[config.mk]
export PLATFORM = sky130hd
export DESIGN_NAME = tpc_timer
export DESIGN_NICKNAME = d
export VERILOG_FILES = /design/src/verilog/tpc_pkg.sv /design/src/verilog/tpc_timer.sv
export SDC_FILE = /design/constraint.sdc
export NUM_CORES = 1
export LEC_CHECK = 0
export ABC_CLOCK_PERIOD_IN_PS = 3700
export BUFFER_PORTS_ARGS = -buffer_cell sky130_fd_sc_hd__buf_2
export CORE_MARGIN = 2
export CORE_UTILIZATION = 35
export DETAILED_ROUTE_END_ITERATION = 12
export PLACE_DENSITY_LB_ADDON = 0.08
export SLEW_MARGIN = 30
export SYNTH_ARGS = -nofsm -noshare
export SYNTH_HDL_FRONTEND = slang
export SYNTH_SLANG_ARGS = --single-unit
[constraint.sdc]
create_clock -name CORE_CLK -period 3.7 [get_ports CORE_CLK]
set_input_delay 0.37 -clock CORE_CLK [delete_from_list [all_inputs] [get_ports CORE_CLK]]
set_output_delay 0.37 -clock CORE_CLK [all_outputs]
set_load 0.05 [all_outputs]
[src/verilog/tpc_pkg.sv]
// constants and types for the timer pwm, single pulse and capture block
package tpc_pkg;
  localparam int          ADDR_W       = 5;
  localparam int          CNT_W        = 10;
  localparam int          COMPARE_P_VALUE_W       = 3;
  localparam logic [4:0]  OFS_CTRL0    = 5'h00;
  localparam logic [4:0]  OFS_CTRL1    = 5'h04;
  localparam logic [4:0]  OFS_COUNT    = 5'h08;
  localparam logic [4:0]  OFS_CMPA     = 5'h0C;
  localparam logic [4:0]  OFS_CMPP     = 5'h10;
  localparam logic [4:0]  OFS_FLAGS    = 5'h14;
  localparam int          B_EN         = 0;
  localparam int          B_PRE_LO     = 1;
  localparam int          B_PRE_HI     = 2;
  localparam int          B_CCLR       = 0;
  localparam int          B_DPX        = 1;
  localparam int          B_POL        = 2;
  localparam int          B_OC         = 3;
  localparam int          B_IO_LO      = 4;
  localparam int          B_IO_HI      = 5;
  localparam int          B_MODE_LO    = 6;
  localparam int          B_MODE_HI    = 7;
  localparam int          B_FLAG_A     = 0;
  localparam int          B_FLAG_P     = 1;
  localparam logic [10:0] PERIOD_FULL  = 11'h400;
  localparam logic [10:0] ONE11        = 11'h001;
  localparam logic [6:0]  STEP_ZERO    = 7'h00;
  localparam logic [5:0]  DIV_1        = 6'h00;
  localparam logic [5:0]  DIV_4        = 6'h03;
  localparam logic [5:0]  DIV_16       = 6'h0F;
  localparam logic [5:0]  DIV_64       = 6'h3F;
  localparam logic [1:0]  PF_INACTIVE  = 2'h0;
  localparam logic [1:0]  PF_ACTIVE    = 2'h1;
  localparam logic [1:0]  PF_PWM       = 2'h2;
  localparam logic [1:0]  PF_PULSE     = 2'h3;
  localparam logic [1:0]  CAP_RISE     = 2'h0;
  localparam logic [1:0]  CAP_FALL     = 2'h1;
  localparam logic [1:0]  CAP_BOTH     = 2'h2;
  localparam logic [1:0]  CAP_OFF      = 2'h3;

  typedef enum logic [1:0] {
    TPC_MODE_COMPARE = 2'b00,
    TPC_MODE_CAPTURE = 2'b01,
    TPC_MODE_PWM     = 2'b10,
    TPC_MODE_TIMER   = 2'b11
  } tpc_mode_type;

  typedef struct packed {
    logic               wait_n;
    logic [31:0]        rdata;
    logic               en;
    logic               en_d;
    logic [1:0]         presc;
    tpc_mode_type       mode;
    logic [1:0]         pfunc;
    logic               oc;
    logic               pol;
    logic               dpx;
    logic               cclr;
    logic [CNT_W-1:0]   compare_a_value;
    logic [COMPARE_P_VALUE_W-1:0]  compare_p_value;
    logic [CNT_W-1:0]   cnt;
    logic [5:0]         div;
    logic               tick;
    logic [2:0]         trig_s;
    logic               trig_f;
    logic [2:0]         cap_s;
    logic               cap_f;
    logic               flag_a;
    logic               flag_p;
    logic               pin;
    logic               pin_en;
  } tpc_state_type;
endpackage

[src/verilog/tpc_timer.sv]
// timer core: pwm, single pulse and input capture with avalon-mm register slave
//
// Design decisions made here: the placing of the registers and the Avalon-MM interface to the registers.
`timescale 1ns/100ps
module tpc_timer
  import tpc_pkg::*;
(
  input  wire logic              CORE_CLK,
  input  wire logic              NRST,
  input  wire logic [ADDR_W-1:0] AVS_ADDRESS,
  input  wire logic              AVS_READ,
  input  wire logic              AVS_WRITE,
  input  wire logic [31:0]       AVS_WRITEDATA,
  input  wire logic [3:0]        AVS_BYTEENABLE,
  output logic      [31:0]       AVS_READDATA,
  output logic                   AVS_WAITREQUEST,
  input  wire logic              TRIG_IN,
  input  wire logic              CAP_IN,
  output logic                   PWM_OUT,
  output logic                   PWM_OUT_EN,
  output logic                   FLAG_A,
  output logic                   FLAG_P
);

  tpc_state_type st;
  tpc_state_type next_st;

  logic        req;
  logic        wr_go;
  logic        lane0;
  logic        lane1;
  logic [10:0] cnt11;
  logic [10:0] a_val;
  logic [10:0] p_val;
  logic [10:0] per;
  logic [10:0] duty;
  logic        period_end;
  logic        a_hit;
  logic        p_hit;
  logic        pwm_active;
  logic        out_active;
  logic        trig_edge;
  logic        cap_rise;
  logic        cap_fall;
  logic        cap_evt;
  logic        en_rise;
  logic        is_pwm;
  logic        is_pulse;
  logic        is_cap;
  logic        clr_cnt;
  logic [5:0]  div_top;
  logic [31:0] rd_word;

  always_comb
  begin
    next_st = st;

    req   = AVS_READ | AVS_WRITE;
    // an access completes on the edge where waitrequest was low
    wr_go = AVS_WRITE & st.wait_n;
    lane0 = AVS_BYTEENABLE[0];
    lane1 = AVS_BYTEENABLE[1];

    is_pwm   = (st.mode == TPC_MODE_PWM) & (st.pfunc != PF_PULSE);
    is_pulse = (st.mode == TPC_MODE_PWM) & (st.pfunc == PF_PULSE);
    is_cap   = (st.mode == TPC_MODE_CAPTURE);
    en_rise  = st.en & ~st.en_d;

    // timer clock enable from the prescaler
    case (st.presc)
      2'h0:    div_top = DIV_1;
      2'h1:    div_top = DIV_4;
      2'h2:    div_top = DIV_16;
      2'h3:    div_top = DIV_64;
      default: div_top = DIV_1;
    endcase
    if (st.div >= div_top)
    begin
      next_st.div  = '0;
      next_st.tick = 1'b1;
    end
    else
    begin
      next_st.div  = st.div + 6'h01;
      next_st.tick = 1'b0;
    end

    // compare limits, zero encodes a full 1024-count span
    cnt11 = {1'b0, st.cnt};
    a_val = (st.compare_a_value == '0) ? PERIOD_FULL : {1'b0, st.compare_a_value};
    p_val = (st.compare_p_value == '0) ? PERIOD_FULL : {1'b0, st.compare_p_value, STEP_ZERO};
    if (st.dpx)
    begin
      per  = a_val;
      duty = p_val;
    end
    else
    begin
      per  = p_val;
      duty = {1'b0, st.compare_a_value};
    end
    // clear source select is never consulted in these modes
    period_end = (cnt11 == (per - ONE11));
    pwm_active = (duty >= per) | (cnt11 < duty);

    // comparator events qualified by the timer tick and enable
    a_hit = 1'b0;
    p_hit = 1'b0;
    if (st.tick & st.en & ~en_rise)
    begin
      if (is_pwm)
      begin
        a_hit = st.dpx ? period_end : (cnt11 == duty);
        p_hit = st.dpx ? (cnt11 == duty) : period_end;
      end
      else if (is_pulse)
      begin
        a_hit = (cnt11 == (a_val - ONE11));
      end
      else
      begin
        p_hit = (cnt11 == (p_val - ONE11));
        a_hit = ~is_cap & (cnt11 == (a_val - ONE11));
      end
    end

    // input synchronisers: a change counts once stages two and three agree
    next_st.trig_s = {st.trig_s[1:0], TRIG_IN};
    next_st.cap_s  = {st.cap_s[1:0], CAP_IN};
    if (st.trig_s[2] == st.trig_s[1])
    begin
      next_st.trig_f = st.trig_s[2];
    end
    if (st.cap_s[2] == st.cap_s[1])
    begin
      next_st.cap_f = st.cap_s[2];
    end
    trig_edge = next_st.trig_f & ~st.trig_f;
    cap_rise  = next_st.cap_f & ~st.cap_f;
    cap_fall  = ~next_st.cap_f & st.cap_f;
    case (st.pfunc)
      CAP_RISE: cap_evt = cap_rise;
      CAP_FALL: cap_evt = cap_fall;
      CAP_BOTH: cap_evt = cap_rise | cap_fall;
      CAP_OFF:  cap_evt = 1'b0;
      default:  cap_evt = 1'b0;
    endcase
    cap_evt = cap_evt & is_cap & st.en & ~en_rise;

    // register writes
    if (wr_go)
    begin
      case (AVS_ADDRESS)
        OFS_CTRL0:
        begin
          if (lane0)
          begin
            next_st.en    = AVS_WRITEDATA[B_EN];
            next_st.presc = AVS_WRITEDATA[B_PRE_HI:B_PRE_LO];
          end
        end
        OFS_CTRL1:
        begin
          if (lane0)
          begin
            next_st.mode  = tpc_mode_type'(AVS_WRITEDATA[B_MODE_HI:B_MODE_LO]);
            next_st.pfunc = AVS_WRITEDATA[B_IO_HI:B_IO_LO];
            next_st.oc    = AVS_WRITEDATA[B_OC];
            next_st.pol   = AVS_WRITEDATA[B_POL];
            next_st.dpx   = AVS_WRITEDATA[B_DPX];
            next_st.cclr  = AVS_WRITEDATA[B_CCLR];
          end
        end
        OFS_CMPA:
        begin
          if (lane0)
          begin
            next_st.compare_a_value[7:0] = AVS_WRITEDATA[7:0];
          end
          if (lane1)
          begin
            next_st.compare_a_value[CNT_W-1:8] = AVS_WRITEDATA[CNT_W-1:8];
          end
        end
        OFS_CMPP:
        begin
          if (lane0)
          begin
            next_st.compare_p_value = AVS_WRITEDATA[COMPARE_P_VALUE_W-1:0];
          end
        end
        OFS_FLAGS:
        begin
          if (lane0 & AVS_WRITEDATA[B_FLAG_A])
          begin
            next_st.flag_a = 1'b0;
          end
          if (lane0 & AVS_WRITEDATA[B_FLAG_P])
          begin
            next_st.flag_p = 1'b0;
          end
        end
        default:
        begin
          next_st.en = st.en;
        end
      endcase
    end

    // hardware control of the enable bit overrides a same-cycle write
    if (is_pulse & ~st.en & trig_edge)
    begin
      next_st.en = 1'b1;
    end
    if (is_pulse & a_hit)
    begin
      next_st.en = 1'b0;
    end

    // captured count overrides a same-cycle software write
    if (cap_evt)
    begin
      next_st.compare_a_value = st.cnt;
    end

    // sticky flags, a new event wins over a clear
    if (a_hit | cap_evt)
    begin
      next_st.flag_a = 1'b1;
    end
    if (p_hit)
    begin
      next_st.flag_p = 1'b1;
    end

    // counter: zeroed by enable rising, runs only while enabled
    clr_cnt = 1'b0;
    if (is_pwm)
    begin
      clr_cnt = period_end;
    end
    else if (~is_pulse)
    begin
      clr_cnt = st.cclr & ~is_cap ? (cnt11 == (a_val - ONE11)) : (cnt11 == (p_val - ONE11));
    end
    next_st.en_d = st.en;
    if (en_rise)
    begin
      next_st.cnt = '0;
    end
    else if (st.en & st.tick)
    begin
      // single pulse never wraps on a comparator
      next_st.cnt = clr_cnt ? '0 : st.cnt + 10'h001;
    end

    // output pin; the active level is picked by oc, then pol inverts
    out_active = 1'b0;
    if (is_pulse)
    begin
      // rises with the detected enable edge, falls with the clearing match
      out_active = st.en & next_st.en;
    end
    else if (is_pwm)
    begin
      case (st.pfunc)
        PF_INACTIVE: out_active = 1'b0;
        PF_ACTIVE:   out_active = 1'b1;
        PF_PWM:      out_active = st.en & ~en_rise & pwm_active;
        default:     out_active = 1'b0;
      endcase
    end
    if (st.mode == TPC_MODE_PWM)
    begin
      next_st.pin    = (out_active ? st.oc : ~st.oc) ^ st.pol;
      next_st.pin_en = 1'b1;
    end
    else
    begin
      // capture and other modes release the pin entirely
      next_st.pin    = 1'b0;
      next_st.pin_en = 1'b0;
    end

    // read mux; unmapped offsets read as zero
    rd_word = '0;
    case (AVS_ADDRESS)
      OFS_CTRL0:
      begin
        rd_word[B_EN]             = st.en;
        rd_word[B_PRE_HI:B_PRE_LO] = st.presc;
      end
      OFS_CTRL1:
      begin
        rd_word[B_MODE_HI:B_MODE_LO] = st.mode;
        rd_word[B_IO_HI:B_IO_LO]     = st.pfunc;
        rd_word[B_OC]                = st.oc;
        rd_word[B_POL]               = st.pol;
        rd_word[B_DPX]               = st.dpx;
        rd_word[B_CCLR]              = st.cclr;
      end
      OFS_COUNT: rd_word[CNT_W-1:0] = st.cnt;
      OFS_CMPA:  rd_word[CNT_W-1:0] = st.compare_a_value;
      OFS_CMPP:  rd_word[COMPARE_P_VALUE_W-1:0] = st.compare_p_value;
      OFS_FLAGS:
      begin
        rd_word[B_FLAG_A] = st.flag_a;
        rd_word[B_FLAG_P] = st.flag_p;
      end
      default:   rd_word = '0;
    endcase

    // one wait cycle per access keeps read data registered
    if (req & ~st.wait_n)
    begin
      next_st.wait_n = 1'b1;
      next_st.rdata  = rd_word;
    end
    else
    begin
      next_st.wait_n = 1'b0;
    end
  end

  always_ff @(posedge CORE_CLK or negedge NRST)
  begin
    if (!NRST)
    begin
      st <= '0;
    end
    else
    begin
      st <= next_st;
    end
  end

  assign AVS_READDATA    = st.rdata;
  assign AVS_WAITREQUEST = ~st.wait_n;
  assign PWM_OUT         = st.pin;
  assign PWM_OUT_EN      = st.pin_en;
  assign FLAG_A          = st.flag_a;
  assign FLAG_P          = st.flag_p;

endmodule

Word level (Yosys, flattened, before mapping)
Index checks and enable logic that the tools add are counted.
{"block": "totals", "register_bits": 65, "input_bits": 47, "output_inout_bits": 37}
{"block": "op_classes", "bitwise": 37, "mux": 51, "order_cmp": 3, "reduce_logical": 23, "n_eq_ne": 20, "add_sub_neg": 5}
{"op": "10-bit two-way mux", "n": 5}
{"op": "10-bit by 11-bit == test with 1-bit output", "n": 4}
{"op": "11-bit two-way mux", "n": 4}
{"op": "11-bit by 1-bit subtractor with 11-bit output (second input constant)", "n": 3}
{"op": "1-bit two-way mux", "n": 26}
{"op": "6-bit case mux with 4 select lines", "n": 1}
{"op": "1-bit bitwise AND", "n": 23}
{"op": "2-bit nonzero test", "n": 11}
{"op": "3-bit AND reduction", "n": 7}
{"op": "5-bit case mux with 3 select lines", "n": 1}
{"op": "13-bit two-way mux", "n": 1}
{"op": "2-bit case mux with 6 select lines", "n": 1}
{"op": "11-bit >= comparator", "n": 1}
{"op": "10-bit by 11-bit less-than comparator with 1-bit output", "n": 1}
{"op": "10-bit by 1-bit adder with 10-bit output (second input constant)", "n": 1}
{"op": "2-bit == test (second input constant)", "n": 5}
{"op": "5-bit by 4-bit == test with 1-bit output (second input constant)", "n": 2}
{"op": "5-bit == test (second input constant)", "n": 2}
{"op": "10-bit logical NOT", "n": 1}
{"op": "1-bit NOT", "n": 9}
{"op": "2-bit two-way mux", "n": 4}
{"op": "8-bit two-way mux", "n": 1}
{"op": "7-bit two-way mux", "n": 1}
{"op": "6-bit by 1-bit adder with 6-bit output (second input constant)", "n": 1}
{"op": "other kinds (15)", "n": 23}

Logic depth before layout (Yosys ltp)
{"block": "depth", "ltp_word": 15, "mapped_depth": 14}

Worst setup path before layout
No wires, ideal clock.
{"block": "synth_timing", "path_type": "reg-to-reg", "from": "register st[32] (netlist name)", "to": "register st, in the netlist cnt11[2]", "n_path_buf": 0, "slack_ns": 0.569, "required_time_ns": 3.581, "arrival_ns": 3.013, "stages_incl_launch_ff": 15, "path_cell_list": "dfrtp_1 -> inv_1 -> ha_1 -> nor4b_4 -> a311oi_1 -> inv_1 -> ha_1 -> nand2b_1 -> o21ai_0 -> a311oi_1 -> xor2_1 -> nand4_1 -> nor4_4 -> a221oi_1 -> a21o_1"}
{"block": "synth_via", "elab_chain_len": 10}
{"item": "start, declared", "line": "tpc_timer.sv:25", "rtl": "tpc_state_type st;"}
{"item": "start signal, assigned", "line": "tpc_timer.sv:333", "rtl": "st <= next_st;"}
{"item": "10-bit logical NOT", "line": "tpc_timer.sv:90", "rtl": "a_val = (st.compare_a_value == '0) ? PERIOD_FULL : {1'b0, st.compare_a_value};"}
{"item": "11-bit two-way mux (*)", "line": "tpc_timer.sv:90"}
{"item": "11-bit by 1-bit subtractor with 11-bit output", "line": "tpc_timer.sv:244", "rtl": "clr_cnt = st.cclr & ~is_cap ? (cnt11 == (a_val - ONE11)) : (cnt11 == (p_val - ONE11));"}
{"item": "10-bit by 11-bit == test with 1-bit output", "line": "tpc_timer.sv:244"}
{"item": "1-bit two-way mux", "line": "tpc_timer.sv:244"}
{"item": "1-bit two-way mux", "line": "tpc_timer.sv:242", "rtl": "else if (~is_pulse)"}
{"item": "1-bit two-way mux (*)", "line": "tpc_timer.sv:238", "rtl": "if (is_pwm)"}
{"item": "10-bit two-way mux (*)", "line": "tpc_timer.sv:254", "rtl": "next_st.cnt = clr_cnt ? '0 : st.cnt + 10'h001;"}
{"item": "10-bit two-way mux (*)", "line": "tpc_timer.sv:251", "rtl": "else if (st.en & st.tick)"}
{"item": "10-bit two-way mux (*)", "line": "tpc_timer.sv:247", "rtl": "if (en_rise)"}
Every way passes the cells marked *; elsewhere a longest branch is shown, timed or not. The select of a mux whose other input is x is not followed.
A chain may end at the register's enable or synchronous reset.

Final worst setup path
{"block": "layout_timing", "from": "register st[32] (netlist name)", "to": "register st, in the netlist cnt11[8]"}
The elaborated chain is that of the path after synthesis.

==> run metrics <==
DIE HEIGHT 125 µm; Initial Util 35.5%; fin area 0.00572 mm²; synthesized area 0.00512 mm²; die area 0.0156 mm²; antenna viol nets, final 0; Placeable Area 0.0144 mm²; CP arrival 3.64 ns; I/O pins 84; status complete, no violations; Distinct cells, synth 71; Crit Path Max Fanout 9; CTS root buf clkbuf_16; WL/cell 18.0 µm; VDD IR max 0.203 mV; Max Cap Viol 0; normalized max-slew margin 45.0%; antenna fix cells 0; number of synthesized flops with an enable pin 0; fraction of layout cells with a size suffix above 1 17.0%; largest net degree at the start of global routing 41; WP data required 3.92 ns; Synth Instances 614; Pre-antenna DRT Iters 5; CP endpoint kind flop; HP Class in -> async; flops & latches, synth 65; grt ovf 0; Worst Max-Slew Pin Slew 0.819 ns; # rows 44; maximum achievable frequency 293 MHz; total negative slack 0 ns; first-pass GRT wire length 24.4 mm; CTS tree built; R2R Setup Slk 0.29 ns; gr usage total 19.9%; startpoint class of the critical path flop; clock skew 0.00473 ns; CTS buffer count 9; worst-skew pair later-pin latency 0.33 ns; GP Congestion 0.842; final max-slew violation count 0; area grow syn2layout 11.7%; vias per cell 5.38; Final Hold Viols 0; Post-Route WL 14.9 mm; clock buffer depth 2; YS warnings 0; Power Dens Cells 445 mW/mm²; Mapped Avg Cell Area 8.34 µm²; H-Tree Depth 3; RSZ-0062 raised after global routing no; Setup Crit Path Kind reg -> reg; Via Count 4448; Final setup viols 0; dpl cell area 0.00539 mm²; Die X 125 µm; asr flop ratio synth 100%; final period utilization 92.3%; DP HPWL 11.3 mm; Pleak 0.00263 µW; Synth Flop Type dfrtp_1; PortBufs 37; DRT iter0 DRCs 367; initial antenna violation count 0; number of global-route vias before repair 4425; Tmin final 3.41 ns; DRC viols 0; TritonCTS Sinks 65; Worst-path clk slew 0.06 ns; post-synthesis sequential area ratio 31.8%; Nets 717
==> cells in the final DEF (no fill, tap or decap), types with 11 or more instances in the layout <==
cell type / n
a31oi_1: 12
mux2i_1: 12
buf_2: 37
nand2_1: 76
nor2_1: 46
inv_1: 29
ha_1: 32
a21o_1: 12
o21ai_0: 35
a21oi_1: 21
nand2b_1: 16
dfrtp_1: 65
buf_4: 22
nor3_1: 11
nand3_1: 26
conb_1: 22
xnor2_1: 15
==> final cells by class <==
class / count / area, µm²
timing repair buffer: 59 / 350
tap: 184 / 230
inverter: 29 / 109
fill: 1487 / 8700
sequential: 65 / 1630
clock inverter: 5 / 78.8
clock buffer: 11 / 243
multi-input combinational: 473 / 3090
==> registers in the layout, summed over array words and instances (netlist names) <==
register / flops
next_st: 5
FLAG_A: 1
AVS_READDATA: 10
st: 36
PWM_OUT_EN: 1
PWM_OUT: 1
cnt11: 10
FLAG_P: 1
==> cells by family (layout without fill, tap and decap cells) <==
family          after synthesis  after routing  share of synthesized area (%)
flops                        65             65                           31.8
simple gates                227            227                           22.6
compound gates              142            142                           18.4
fa+ha+maj                    34             34                           8.26
mux                          23             23                           4.84
other cells                   1             22                         0.0732
xor+xnor                     25             25                           4.27
buf+inv                      97            104                           9.75
==> per-stage QoR <==
step	power, µW	instances	hold WS [ns]	utilization (%)	setup slack (ns)
after floorplan	1460	635	0.0744	-	0.569
after global placement	1620	809	0.341	37.3	0.245
after detailed placement	1640	809	0.336	37.4	0.225
after CTS	2580	825	0.0484	39.6	0.210
after global routing	2720	826	0.0676	39.7	0.0537
final	2550	826	0.0309	39.7	0.285
==> worst max-delay path: stages, from the launching register on <==
cell	delay [ns]
dfrtp_1	0.34
inv_1	0.09
ha_1	0.21
nor4b_4	0.15
a311oi_1	0.45
inv_1	0.09
ha_2	0.25
nand2b_1	0.14
o21ai_0	0.11
a311oi_1	0.27
xor2_1	0.18
nand4_1	0.21
nor4_4	0.29
buf_4	0.21
a221oi_1	0.10
a21o_1	0.20
==> report_power, final <==
part	internal [µW]	switching [µW]	leakage, µW
Clock	607	315	0.000159
Combinational	265	466	0.00167
Sequential	797	96.5	0.000794
==> synth_stat cells, types with 9 or more instances <==
cell type	number	area, µm²
nand2_1	76	285
nand3_1	26	130
mux2i_1	12	120
a21oi_1	21	105
a221oi_1	9	78.8
nor3_1	11	55.1
nor2_1	46	173
mux2_2	10	113
xnor2_1	15	131
a31oi_1	12	75.1
o21ai_0	37	185
a21o_1	12	90.1
xor2_1	10	87.6
inv_1	29	109
nand2b_1	16	100
buf_4	32	240
clkbuf_1	27	101
dfrtp_1	65	1630
ha_1	33	413
==> what timing repair did <==
item | in CTS | in global routing
setup buffers | 0 | 1
hold buffers | 0 | 0
endpoints found under the setup margin | 0 | 12
gates resized for setup | 0 | 2
==> path summary, 6_finish.rpt <==
kind	from	endpoint	cells after the start
max	st[32]	cnt11[8]	15
min	NRST	AVS_READDATA[6]	1
max reg2reg	st[32]	cnt11[8]	15
min reg2reg	next_st[10]	next_st[11]	0
max in group asynchronous	NRST	cnt11[7]	2
min in group CORE_CLK	CAP_IN	next_st[6]	1
==> routing by layer <==
| layer | track usage, % | share of wire, % | wire (µm) |
|---|---|---|---|
| met5 | 0 | 0 | 0 |
| met4 | 7.45 | 2.7 | 409 |
| met3 | 3.47 | 4.5 | 676 |
| met2 | 30.4 | 44 | 6610 |
| met1 | 28.4 | 48 | 7210 |
Power figures use the tool's default switching activity.
